[src/logic/ssp_pkg.sv]
// Constants shared by the serial programming port
package ssp_pkg;
  localparam int SHIFT_W = 21;
  localparam int CTRL_W = 2;
  localparam int NUM_LATCH = 3;
  localparam logic [1:0] SEL_LATCH0 = 2'h0;
  localparam logic [1:0] SEL_LATCH1 = 2'h1;
  localparam logic [1:0] SEL_LATCH2 = 2'h2;
  localparam int PD_POS = 3;
  localparam int MUX_POS = 4;
  localparam logic [1:0] MUX_LOCK = 2'h0;
  localparam logic [1:0] MUX_REF = 2'h1;
  localparam logic [1:0] MUX_RF = 2'h2;
  localparam logic [20:0] LATCH_RESET = 21'h000000;
  localparam int SYNC_STAGES = 2;
endpackage

[src/logic/ssp_sync.sv]
// Two flip-flop synchroniser for pin inputs
`timescale 1ns/10ps
module ssp_sync #(
  parameter int WIDTH = 3
) (
  input wire logic clk,
  input wire logic rst,
  input wire logic [WIDTH-1:0] din,
  output logic [WIDTH-1:0] dout
);
  logic [WIDTH-1:0] stage1;

  // ****************************************
  // Synchroniser stages
  // ****************************************
  always_ff @(posedge clk or posedge rst)
  begin
    if (rst)
    begin
      stage1 <= '0;
      dout <= '0;
    end
    else
    begin
      stage1 <= din;
      dout <= stage1;
    end
  end
endmodule

[src/logic/ssp_port.sv]
// Serial programming port of a frequency synthesizer
// Summary of operation
// RL1: Shift data on serial clock rise, 21 bits
// RL2: Host sends words most significant bit first
// RL3: Last two bits select destination latch
// RL4: Strobe rise copies word into chosen latch
// RL5: Enable low: powered down, pump tri-stated
// RL6: Enable high powers up unless powerdown bit
// RL7: Monitor output muxes dividers or lock detect
// RL8: Host keeps strobe low while shifting
`timescale 1ns/10ps
module ssp_port (
  input wire logic MCLK,
  input wire logic RST,
  input wire logic SER_CLK,
  input wire logic SER_DATA,
  input wire logic LATCH_LOAD_STROBE,
  input wire logic CHIP_POWER_ENABLE,
  input wire logic RF_DIV_IN,
  input wire logic REF_DIV_IN,
  input wire logic LOCK_DETECT_IN,
  output logic [ssp_pkg::SHIFT_W-1:0] LATCH0,
  output logic [ssp_pkg::SHIFT_W-1:0] LATCH1,
  output logic [ssp_pkg::SHIFT_W-1:0] LATCH2,
  output logic POWERED_UP,
  output logic PUMP_OUTPUT_EN,
  output logic DIVIDER_LOCK_MONITOR_OUT
);
  logic [2:0] pins_s;
  logic sclk_s;
  logic data_s;
  logic strobe_s;
  logic sclk_d;
  logic strobe_d;
  logic enable_q1;
  logic enable_s;
  logic sclk_rise;
  logic strobe_rise;
  logic powerdown_control_bit;
  logic [1:0] mon_sel;
  logic [ssp_pkg::SHIFT_W-1:0] shreg;

  // ****************************************
  // Pin synchronisation
  // ****************************************
  ssp_sync #(
    .WIDTH(3)
  ) u_sync (
    .clk(MCLK),
    .rst(RST),
    .din({SER_CLK, SER_DATA, LATCH_LOAD_STROBE}),
    .dout(pins_s)
  );

  assign sclk_s = pins_s[2];
  assign data_s = pins_s[1];
  assign strobe_s = pins_s[0];

  always_ff @(posedge MCLK or posedge RST)
  begin
    if (RST)
    begin
      enable_q1 <= 1'h0;
      enable_s <= 1'h0;
    end
    else
    begin
      enable_q1 <= CHIP_POWER_ENABLE;
      enable_s <= enable_q1;
    end
  end

  // ****************************************
  // Edge detection
  // ****************************************
  always_ff @(posedge MCLK or posedge RST)
  begin
    if (RST)
    begin
      sclk_d <= 1'h0;
      strobe_d <= 1'h0;
    end
    else
    begin
      sclk_d <= sclk_s;
      strobe_d <= strobe_s;
    end
  end

  assign sclk_rise = sclk_s & ~sclk_d;
  assign strobe_rise = strobe_s & ~strobe_d;

  // ****************************************
  // Shift register
  // ****************************************
  always_ff @(posedge MCLK or posedge RST)
  begin
    if (RST)
      shreg <= ssp_pkg::LATCH_RESET;
    else if (sclk_rise)
      shreg <= {shreg[ssp_pkg::SHIFT_W-2:0], data_s}; // RL1 RL2
  end

  // ****************************************
  // Latch load
  // ****************************************
  always_ff @(posedge MCLK or posedge RST)
  begin
    if (RST)
    begin
      LATCH0 <= ssp_pkg::LATCH_RESET;
      LATCH1 <= ssp_pkg::LATCH_RESET;
      LATCH2 <= ssp_pkg::LATCH_RESET;
    end
    else if (strobe_rise) // RL4 RL8
    begin
      case (shreg[ssp_pkg::CTRL_W-1:0]) // RL3
        ssp_pkg::SEL_LATCH0: LATCH0 <= shreg;
        ssp_pkg::SEL_LATCH1: LATCH1 <= shreg;
        ssp_pkg::SEL_LATCH2: LATCH2 <= shreg;
        default: ;
      endcase
    end
  end

  assign powerdown_control_bit = LATCH2[ssp_pkg::PD_POS];
  assign mon_sel = LATCH2[ssp_pkg::MUX_POS+1:ssp_pkg::MUX_POS];

  // ****************************************
  // Power control
  // ****************************************
  // Powered only while enabled and not held down by the control bit
  function automatic logic power_allowed(input logic en, input logic pd);
    return en & ~pd;
  endfunction

  always_ff @(posedge MCLK or posedge RST)
  begin
    if (RST)
    begin
      POWERED_UP <= 1'h0;
      PUMP_OUTPUT_EN <= 1'h0;
    end
    else
    begin
      POWERED_UP <= power_allowed(enable_s, powerdown_control_bit); // RL5 RL6
      PUMP_OUTPUT_EN <= power_allowed(enable_s, powerdown_control_bit); // RL5 RL6
    end
  end

  // ****************************************
  // Monitor output
  // ****************************************
  always_ff @(posedge MCLK or posedge RST)
  begin
    if (RST)
      DIVIDER_LOCK_MONITOR_OUT <= 1'h0;
    else
    begin
      case (mon_sel) // RL7
        ssp_pkg::MUX_LOCK: DIVIDER_LOCK_MONITOR_OUT <= LOCK_DETECT_IN;
        ssp_pkg::MUX_REF: DIVIDER_LOCK_MONITOR_OUT <= REF_DIV_IN;
        ssp_pkg::MUX_RF: DIVIDER_LOCK_MONITOR_OUT <= RF_DIV_IN;
        default: DIVIDER_LOCK_MONITOR_OUT <= 1'h0;
      endcase
    end
  end
endmodule

[config.mk]
export PLATFORM = sky130hd
export DESIGN_NAME = ssp_port
export DESIGN_NICKNAME = d
export VERILOG_FILES = /design/src/logic/ssp_pkg.sv /design/src/logic/ssp_sync.sv /design/src/logic/ssp_port.sv
export SDC_FILE = /design/constraint.sdc
export NUM_CORES = 1
export LEC_CHECK = 0
export ABC_AREA = 1
export BUFFER_PORTS_ARGS = -buffer_cell sky130_fd_sc_hd__clkbuf_2
export CORE_MARGIN = 2
export CORE_UTILIZATION = 45
export CTS_CLUSTER_SIZE = 14
export DETAILED_ROUTE_END_ITERATION = 7
export PLACE_DENSITY = 0.68
export RECOVER_POWER = 100
export SYNTH_ARGS = -nofsm -noshare
export SYNTH_HDL_FRONTEND = slang
export SYNTH_SLANG_ARGS = --single-unit
[constraint.sdc]
create_clock -name MCLK -period 3.1 [get_ports MCLK]
set_clock_uncertainty 0.2 [all_clocks]
set_input_delay 0.62 -clock MCLK [delete_from_list [all_inputs] [get_ports MCLK]]
set_output_delay 0.62 -clock MCLK [all_outputs]
set_load 0.02 [all_outputs]
# Yosys cells after proc, flatten, opt, wreduce, memory -nomap -nowiden
# Index checks and enable logic that the tools add are counted.
[op_classes] n_eq_ne=4 mux=1 n_bitwise=6 reduce_logical=5
[ops] operator="AND reduction 2 bit" count=3
[ops] operator="== test 2 x 1 -> 1 bit, second input constant" count=2
[ops] operator="== test 2 bit, second input constant" count=2
[ops] operator="logical NOT 2 bit" count=2
[ops] operator="bitwise AND 1 bit" count=3
[ops] operator="inverter 1 bit" count=3
[ops] operator="case mux 1 bit (3 select lines)" count=1
[word_totals] register_bits=96 inputBits=9 output_inout_bits=66

# Logic depth before layout (Yosys ltp)
# Gate-level depths: netlist of the first run.
[logic_depth] word_depth=3 depth_mapped=6 mapped_depth_nobuf=5

# By module
# A second synthesis of the first run with hierarchy kept.
[hier_totals] hier_cells=371 hier_area_um2=3622.2
[modules_own_cells] mod="ssp_port" instances=1 cells_each=364 area_per_inst_um2=3468.3
[modules_own_cells] mod="ssp_sync" instances=1 cells_each=7 area_per_inst_um2=153.9

# Least setup slack after synthesis of the first run
# OpenSTA, ideal clock, no wires.
[synth_timing] kind="reg-to-output" from="register PUMP_OUTPUT_EN" to="output PUMP_OUTPUT_EN" arrival_time_ns=0.613 required_time_ns=2.280 slack_ns=1.667 stages_incl_launch_ff=2 path_buffers=1 cell_sequence="dfrtp_1 buf_4"
[synth_lines] item="start: declaration" line="ssp_port.sv:26" text="output logic PUMP_OUTPUT_EN,"
[synth_lines] item="start signal: assignment" line="ssp_port.sv:147" text="PUMP_OUTPUT_EN <= power_allowed(enable_s, powerdown_control_bit);"
# No word-level cell between the ends.

==> results of run 1 <==
logic make-up (layout without fill, tap and decap cells):
kind of cell,count (synthesis),in the layout
DFF,96,96
buffers and inverters,40,115
AOI/OAI and AO/OA,23,23
and+or+nand+nor,211,211
worst paths after layout:
| check | to | cells after the start | startpoint |
|---|---|---|---|
| hold / removal | u_sync.dout[2] | 0 | u_sync.stage1[2] |
| max in group MCLK | LATCH0[7] | 5 | u_sync.dout[0] |
| min in group asynchronous | LATCH2[1] | 2 | RST |
| hold reg to reg | u_sync.dout[2] | 0 | u_sync.stage1[2] |
| setup reg to reg | LATCH0[7] | 5 | u_sync.dout[0] |
| setup / recovery | LATCH1[8] | 3 | RST |
Yosys cell counts:
master and number:
nand2_1 133, dfrtp_1 96, nand3_1 63, inv_1 17, buf_2 10, nor2_1 10
o21ai_0 10, a21oi_1 9, buf_4 5, buf_6 5, a21boi_0 4, nor2_2 3
clkbuf_1 2, inv_2 1, nand2_2 1, nor2_4 1
layer usage:
metal | vias up | share of wire, % | track usage, %
li1 | 1318 | - | -
met1 | 1260 | 50 | 28.25
met2 | 75 | 44 | 27.26
met3 | 9 | 4.5 | 3.130
met4 | 0 | 1.5 | 6.884
met5 | - | 0 | 0
worst reg2reg max path: cells and delay by family, from the launching register on:
family	cells	cell delay [ns]
AND/OR/NAND/NOR	4	1.33
flip-flops	1	0.38
buffers and inverters	1	0.07
metrics by stage:
| stage | std cells | setup slack [ns] | utilization, % |
|---|---|---|---|
| 3_5_place_dp | 532 | 1.041 | 52.24 |
| 3_3_place_gp | 532 | 1.099 | 52.24 |
| 2_1_floorplan | 370 | 1.146 | - |
| 6_report | 547 | 0.8273 | 53.04 |
| 5_1_grt | 547 | 0.4027 | 53.04 |
| 4_1_cts | 547 | 1.020 | 54.46 |
power by group through the flow:
stage	registers (W)	logic (W)	clock network [W]
final	0.00187	0.00105	0.000738
after global routing	0.00191	0.00118	0.000805
after CTS	0.00187	0.00115	0.000753
after detailed placement	0.00189	0.00115	0
after global placement	0.00189	0.00112	0
after floorplan	0.00221	0.000378	0
layout make-up:
type                            instances  area, µm²
Tap cell                              102      127.6
Inverter                               18      68.82
Clock buffer                           12      155.1
Clock inverter                          3      17.52
Sequential cell                        96       2402
Fill cell                             766       3647
Multi-Input combinational cell        234       1011
Timing Repair Buffer                   82      337.8
flip-flops by register name, indices dropped and copies added, names as in the netlist, 3 cells and up:
signal,count
LATCH1,21
u_sync.stage1,3
shreg,21
LATCH0,21
u_sync.dout,3
LATCH2,21
cells in the final DEF, fill, tap and decap left out:
cell	Yosys	layout
clkbuf_2	0	9
o21ai_0	10	10
nand2_1	133	134
clkbuf_8	0	11
inv_2	1	1
clkinvlp_2	0	1
clkbuf_1	2	69
clkinvlp_4	0	1
a21boi_0	4	4
clkinv_2	0	2
nor2_4	1	1
a21oi_1	9	9
dfrtp_1	96	96
buf_4	5	5
inv_1	17	16
nor2_1	10	10
nor2_2	3	3
nand3_1	63	63
==> impl_metrics.py, run 1 <==
metrics = {
    "run_status": {
        "status": "finished, violations left",
        "violations": "capacitance limit, slew limit",
    },
    "timing": {
        "finalCritPeriodShare_pct": 73.31,
        "timing.hold.ws_ns": 0.1558,
        "tightest_slew_ns": 1.727,
        "finalCriticalPeriod_ns": 2.273,
        "fin_tns_setup_ns": 0,
        "relSlewSlack_pct": -15.76,
        "max_clock_freq_mhz": 440.0,
        "drv_slew": 41,
        "rsz0062_at_grt": "false",
        "setup_violations": 0,
        "hold_violations": 0,
    },
    "power": {
        "p_int_w": 0.002217,
        "p_sw_w": 0.001440,
        "leakage_nw": 2.117,
        "clock_power_share_pct": 20.2,
        "seq_power_share_pct": 51.0,
        "vdd.ir_drop.worst_mv": 0.3796,
        "total_power_w": 0.003657,
        "power_frac_comb_pct": 28.8,
        "p_sw_share_pct": 39.38,
        "p_per_area_mw_per_mm2": 887.6,
    },
    "yosys": {
        "synth_nets": 379,
        "ys_ff_latch": 96,
        "synthesis.instances": 370,
        "synthAdderAreaFrac_pct": 0,
        "synth_area_leaders": "dfrtp_1 (66%), nand2_1 (14%), nand3_1 (8.7%)",
        "synth_top_area_share_pct": 66.09,
        "yosysWarnings": 0,
        "synthDistinctLibCells": 16,
        "synth_simple_gate_area_share_pct": 24.44,
        "syn_area_mm2": 0.003635,
        "syn_area_per_cell_um2": 9.824,
        "synthMuxAreaShare_pct": 0,
        "synth_top_family_by_area": "simple AND/OR/NAND/NOR gates",
        "synth_compound_area_share_pct": 3.442,
        "synth_area_leader_cell": "dfrtp_1",
        "synth_xor_area_share_pct": 0,
        "yosysSeqAreaShare_pct": 66.09,
    },
    "critical_path": {
        "cp_slowest_cell": "clkinvlp_2",
        "rrSetupSlack_ns": 1.02,
        "cp_top_family": "buffers and inverters",
        "cp-start-kind": "input port",
        "cp_num_buf_inv": 3,
        "cpPeakStageDelay_ns": 0.98,
        "path_common_cell": "clkbuf_2",
        "end_kind": "asynchronous set/reset pin",
        "arrival_ns": 2.48,
        "path_class": "in2async",
        "critPathMaxFanout": 40,
        "required_ns": 3.31,
        "path_cells": "clkbuf_2 -> clkinvlp_2 -> clkbuf_2",
    },
    "detailed_routing": {
        "routedWlPerCell_um": 14.00,
        "ant_nets": 0,
        "vias": 2662,
        "drt-total-wl_um": 7659,
        "drt_drc_violations_left": 0,
        "drtIter0Drc": 154,
        "firstDrtPassIters": 4,
        "via_per_inst": 4.867,
    },
    "job": {
        "max_cap_viol_count": 1,
    },
    "floorplan": {
        "core_mm2": 0.007767,
        "rows": 32,
        "die_w_um": 93.88,
        "dieArea_mm2": 0.008813,
        "initial_core_util_pct": 46.79,
        "num_io_pins": 75,
        "fp.dieH_um": 93.88,
    },
    "global_route": {
        "grt_pass1_wl_um": 12680,
        "overflow": 0,
        "antenna_found_initial": 0,
        "grt_pass1_vias": 2522,
        "grtUsageTotal_pct": 18.69,
        "grt_start_max_net_pins": 41,
    },
    "clock_tree": {
        "clk_pin_slew_ns": 0.09,
        "cts_sinks": 96,
        "ctsHoldBuffers": 0,
        "root_buffer": "clkbuf_8",
        "max-clock-path-buffers": 2,
        "numCtsBuffers": 9,
        "postCtsSetupBuffers": 0,
        "htree_levels": 3,
        "cts_resized": 0,
        "cts_tree": "done",
        "clk_latency_ns": 0.35,
    },
    "placed_design": {
        "port_buffers": 74,
        "gp_congestion": 0.7497,
        "placed_cell_area_mm2": 0.004058,
        "hpwl_um": 5255,
    },
    "cells_and_area": {
        "drive_above_1_share_pct": 7.640,
        "nets": 450,
        "diodes": 0,
        "final_area_mm2": 0.004120,
        "synthToLayoutAreaGrowth_pct": 13.36,
    },
    "worst_hold_path": {
        "hold_class": "reg2reg",
    },
}
No activity file was read; power rests on OpenSTA's default activity.
==> inputs of run 2 (changes only) <==
==> constraint.sdc (replaced) <==
create_clock -name MCLK -period 1.9 [get_ports MCLK]
set_clock_uncertainty 0.2 [all_clocks]
set_input_delay 0.38 -clock MCLK [delete_from_list [all_inputs] [get_ports MCLK]]
set_output_delay 0.38 -clock MCLK [all_outputs]
set_load 0.02 [all_outputs]
==> impl_metrics.py, run 2 (synthesized netlist as in run 1, its figures left out) <==
metrics = {
    "run_status": {
        "status": "completed",
    },
    "critical_path": {
        "crit_path_start": "shreg[1]",
        "cpPeakStageDelay_ns": 0.43,
        "end_kind": "register",
        "rrSetupSlack_ns": 0.25,
        "r2r_start": "shreg[1]",
        "path_cells": "inv_1 -> nor2_1 -> nand2_1 -> nand2_1 -> nand2_1",
        "arrival_ns": 1.69,
        "r2r-end": "LATCH2[14]",
        "cp-start-kind": "register",
        "required_ns": 1.94,
        "path_common_cell": "nand2_1",
        "r2r_cells": 5,
        "path_class": "reg2reg",
        "cp_slowest_cell": "nand2_1",
        "critPathMaxFanout": 20,
    },
    "timing": {
        "finalCriticalPeriod_ns": 1.654,
        "setup_violations": 0,
        "fin_tns_setup_ns": 0,
        "relSlewSlack_pct": 44.05,
        "hold_violations": 0,
        "tightest_slew_ns": 0.8392,
        "rsz0062_at_grt": "false",
        "drv_slew": 0,
        "finalCritPeriodShare_pct": 87.04,
        "max_clock_freq_mhz": 604.7,
    },
    "detailed_routing": {
        "firstDrtPassIters": 4,
        "ant_nets": 0,
        "via_per_inst": 4.873,
        "vias": 2690,
        "routedWlPerCell_um": 13.90,
        "drtIter0Drc": 149,
        "drt-total-wl_um": 7674,
        "drt_drc_violations_left": 0,
    },
    "cells_and_area": {
        "fin_util_pct": 53.66,
        "drive_above_1_share_pct": 6.222,
        "diodes": 0,
        "layout_common_cells": "nand2_1 (134), dfrtp_1 (96), clkbuf_1 (72), nand3_1 (63), inv_1 (17)",
        "final_cells": 552,
        "mostFrequentLayoutCell": "nand2_1",
        "nets": 455,
        "fillers": 750,
        "synthToLayoutAreaGrowth_pct": 14.66,
    },
    "floorplan": {
        "core_mm2": 0.007767,
        "rows": 32,
        "fp.dieH_um": 93.88,
        "dieArea_mm2": 0.008813,
        "initial_core_util_pct": 46.79,
        "die_w_um": 93.88,
        "num_io_pins": 75,
    },
    "global_route": {
        "antenna_found_initial": 0,
        "grt_start_max_net_pins": 97,
        "grt_pass1_vias": 2611,
        "grtUsageTotal_pct": 18.91,
        "overflow": 0,
        "grt_pass1_wl_um": 12860,
    },
    "clock_tree": {
        "htree_levels": 3,
        "root_buffer": "clkbuf_8",
        "clk_pin_slew_ns": 0.08,
        "max-clock-path-buffers": 2,
        "cts_tree": "done",
        "cts_resized": 0,
        "numCtsBuffers": 9,
        "cts_sinks": 96,
        "clk_latency_ns": 0.35,
    },
    "placed_design": {
        "gp_congestion": 0.8101,
        "port_buffers": 74,
        "hpwl_um": 5125,
        "dp_cells": 532,
    },
    "power": {
        "leakage_nw": 2.136,
        "vdd.ir_drop.worst_mv": 0.6639,
        "p_per_area_mw_per_mm2": 1428,
    },
    "worst_hold_path": {
        "hold_depth": 3,
        "min_to": "DIVIDER_LOCK_MONITOR_OUT",
        "min_from": "RF_DIV_IN",
        "hold_class": "in2reg",
    },
    "job": {
        "max_cap_viol_count": 0,
    },
}
[run 2: changes by cell type in the layout (fill, tap and decap cells not counted)]
cell / change
clkbuf_1: +3
inv_1: +1
clkinv_2: -2
clkinvlp_2: -1
buf_6: +1
inv_2: -1
dlygate4sd3_1: +5
nor2_2: -2
nor2_1: +2
clkbuf_2: -1
[run 2: layout make-up]
cell class	count	area [µm²]	area share (%)
clock buffer	15	166.4	3.993
inverter	18	71.32	1.711
multi-input combinational	234	1006	24.14
sequential	96	2402	57.64
tap	102	127.6	3.062
timing repair buffer	87	394.1	9.457
[run 2: worst max path at each step]
stage                               end  slack, ns
2_1_floorplan  DIVIDER_LOCK_MONITOR_OUT       0.19
3_3_place_gp                  LATCH2[9]       0.36
3_5_place_dp                 LATCH2[14]       0.26
4_1_cts                      LATCH2[14]       0.25
5_1_grt                      LATCH2[15]       0.06
6_report                     LATCH2[14]       0.25
[run 2: per-layer routing]
metal | part of all wire, % | track usage [%] | wire, µm
met2 | 43 | 26.61 | 3319
met3 | 6.3 | 4.254 | 484
met4 | 1.6 | 6.763 | 119
met5 | 0 | 0 | 0
met1 | 49 | 28.84 | 3751
[run 2: power by group]
| part | internal, W | total [W] | switching, W |
|---|---|---|---|
| clock | 0.000544 | 0.00118 | 0.000634 |
| combinational | 0.000462 | 0.00173 | 0.00127 |
| sequential | 0.00262 | 0.00304 | 0.000417 |
[run 2: critical path: cells and delay by family, from the launching register on]
kind	cells	cell delay, ns
DFF	1	0.41
and+or+nand+nor	4	0.86
buffers and inverters	1	0.07
[run 2: through the flow]
stage	worst slack (ns)	hold WS, ns	power (W)	area, µm²
6_report	0.2462	0.08500	0.005952	4168
3_3_place_gp	0.3569	0.1321	0.004912	4058
4_1_cts	0.2472	0.07642	0.006157	4274
3_5_place_dp	0.2599	0.1364	0.004973	4058
2_1_floorplan	0.1863	0.1312	0.004228	3638
5_1_grt	0.06030	0.09314	0.006349	4168
[run 2: timing repair]
action / CTS / global route
hold buffers: 5 / 0
buffers inserted: 0 / 0
endpoints found under the hold margin: 100 / 0
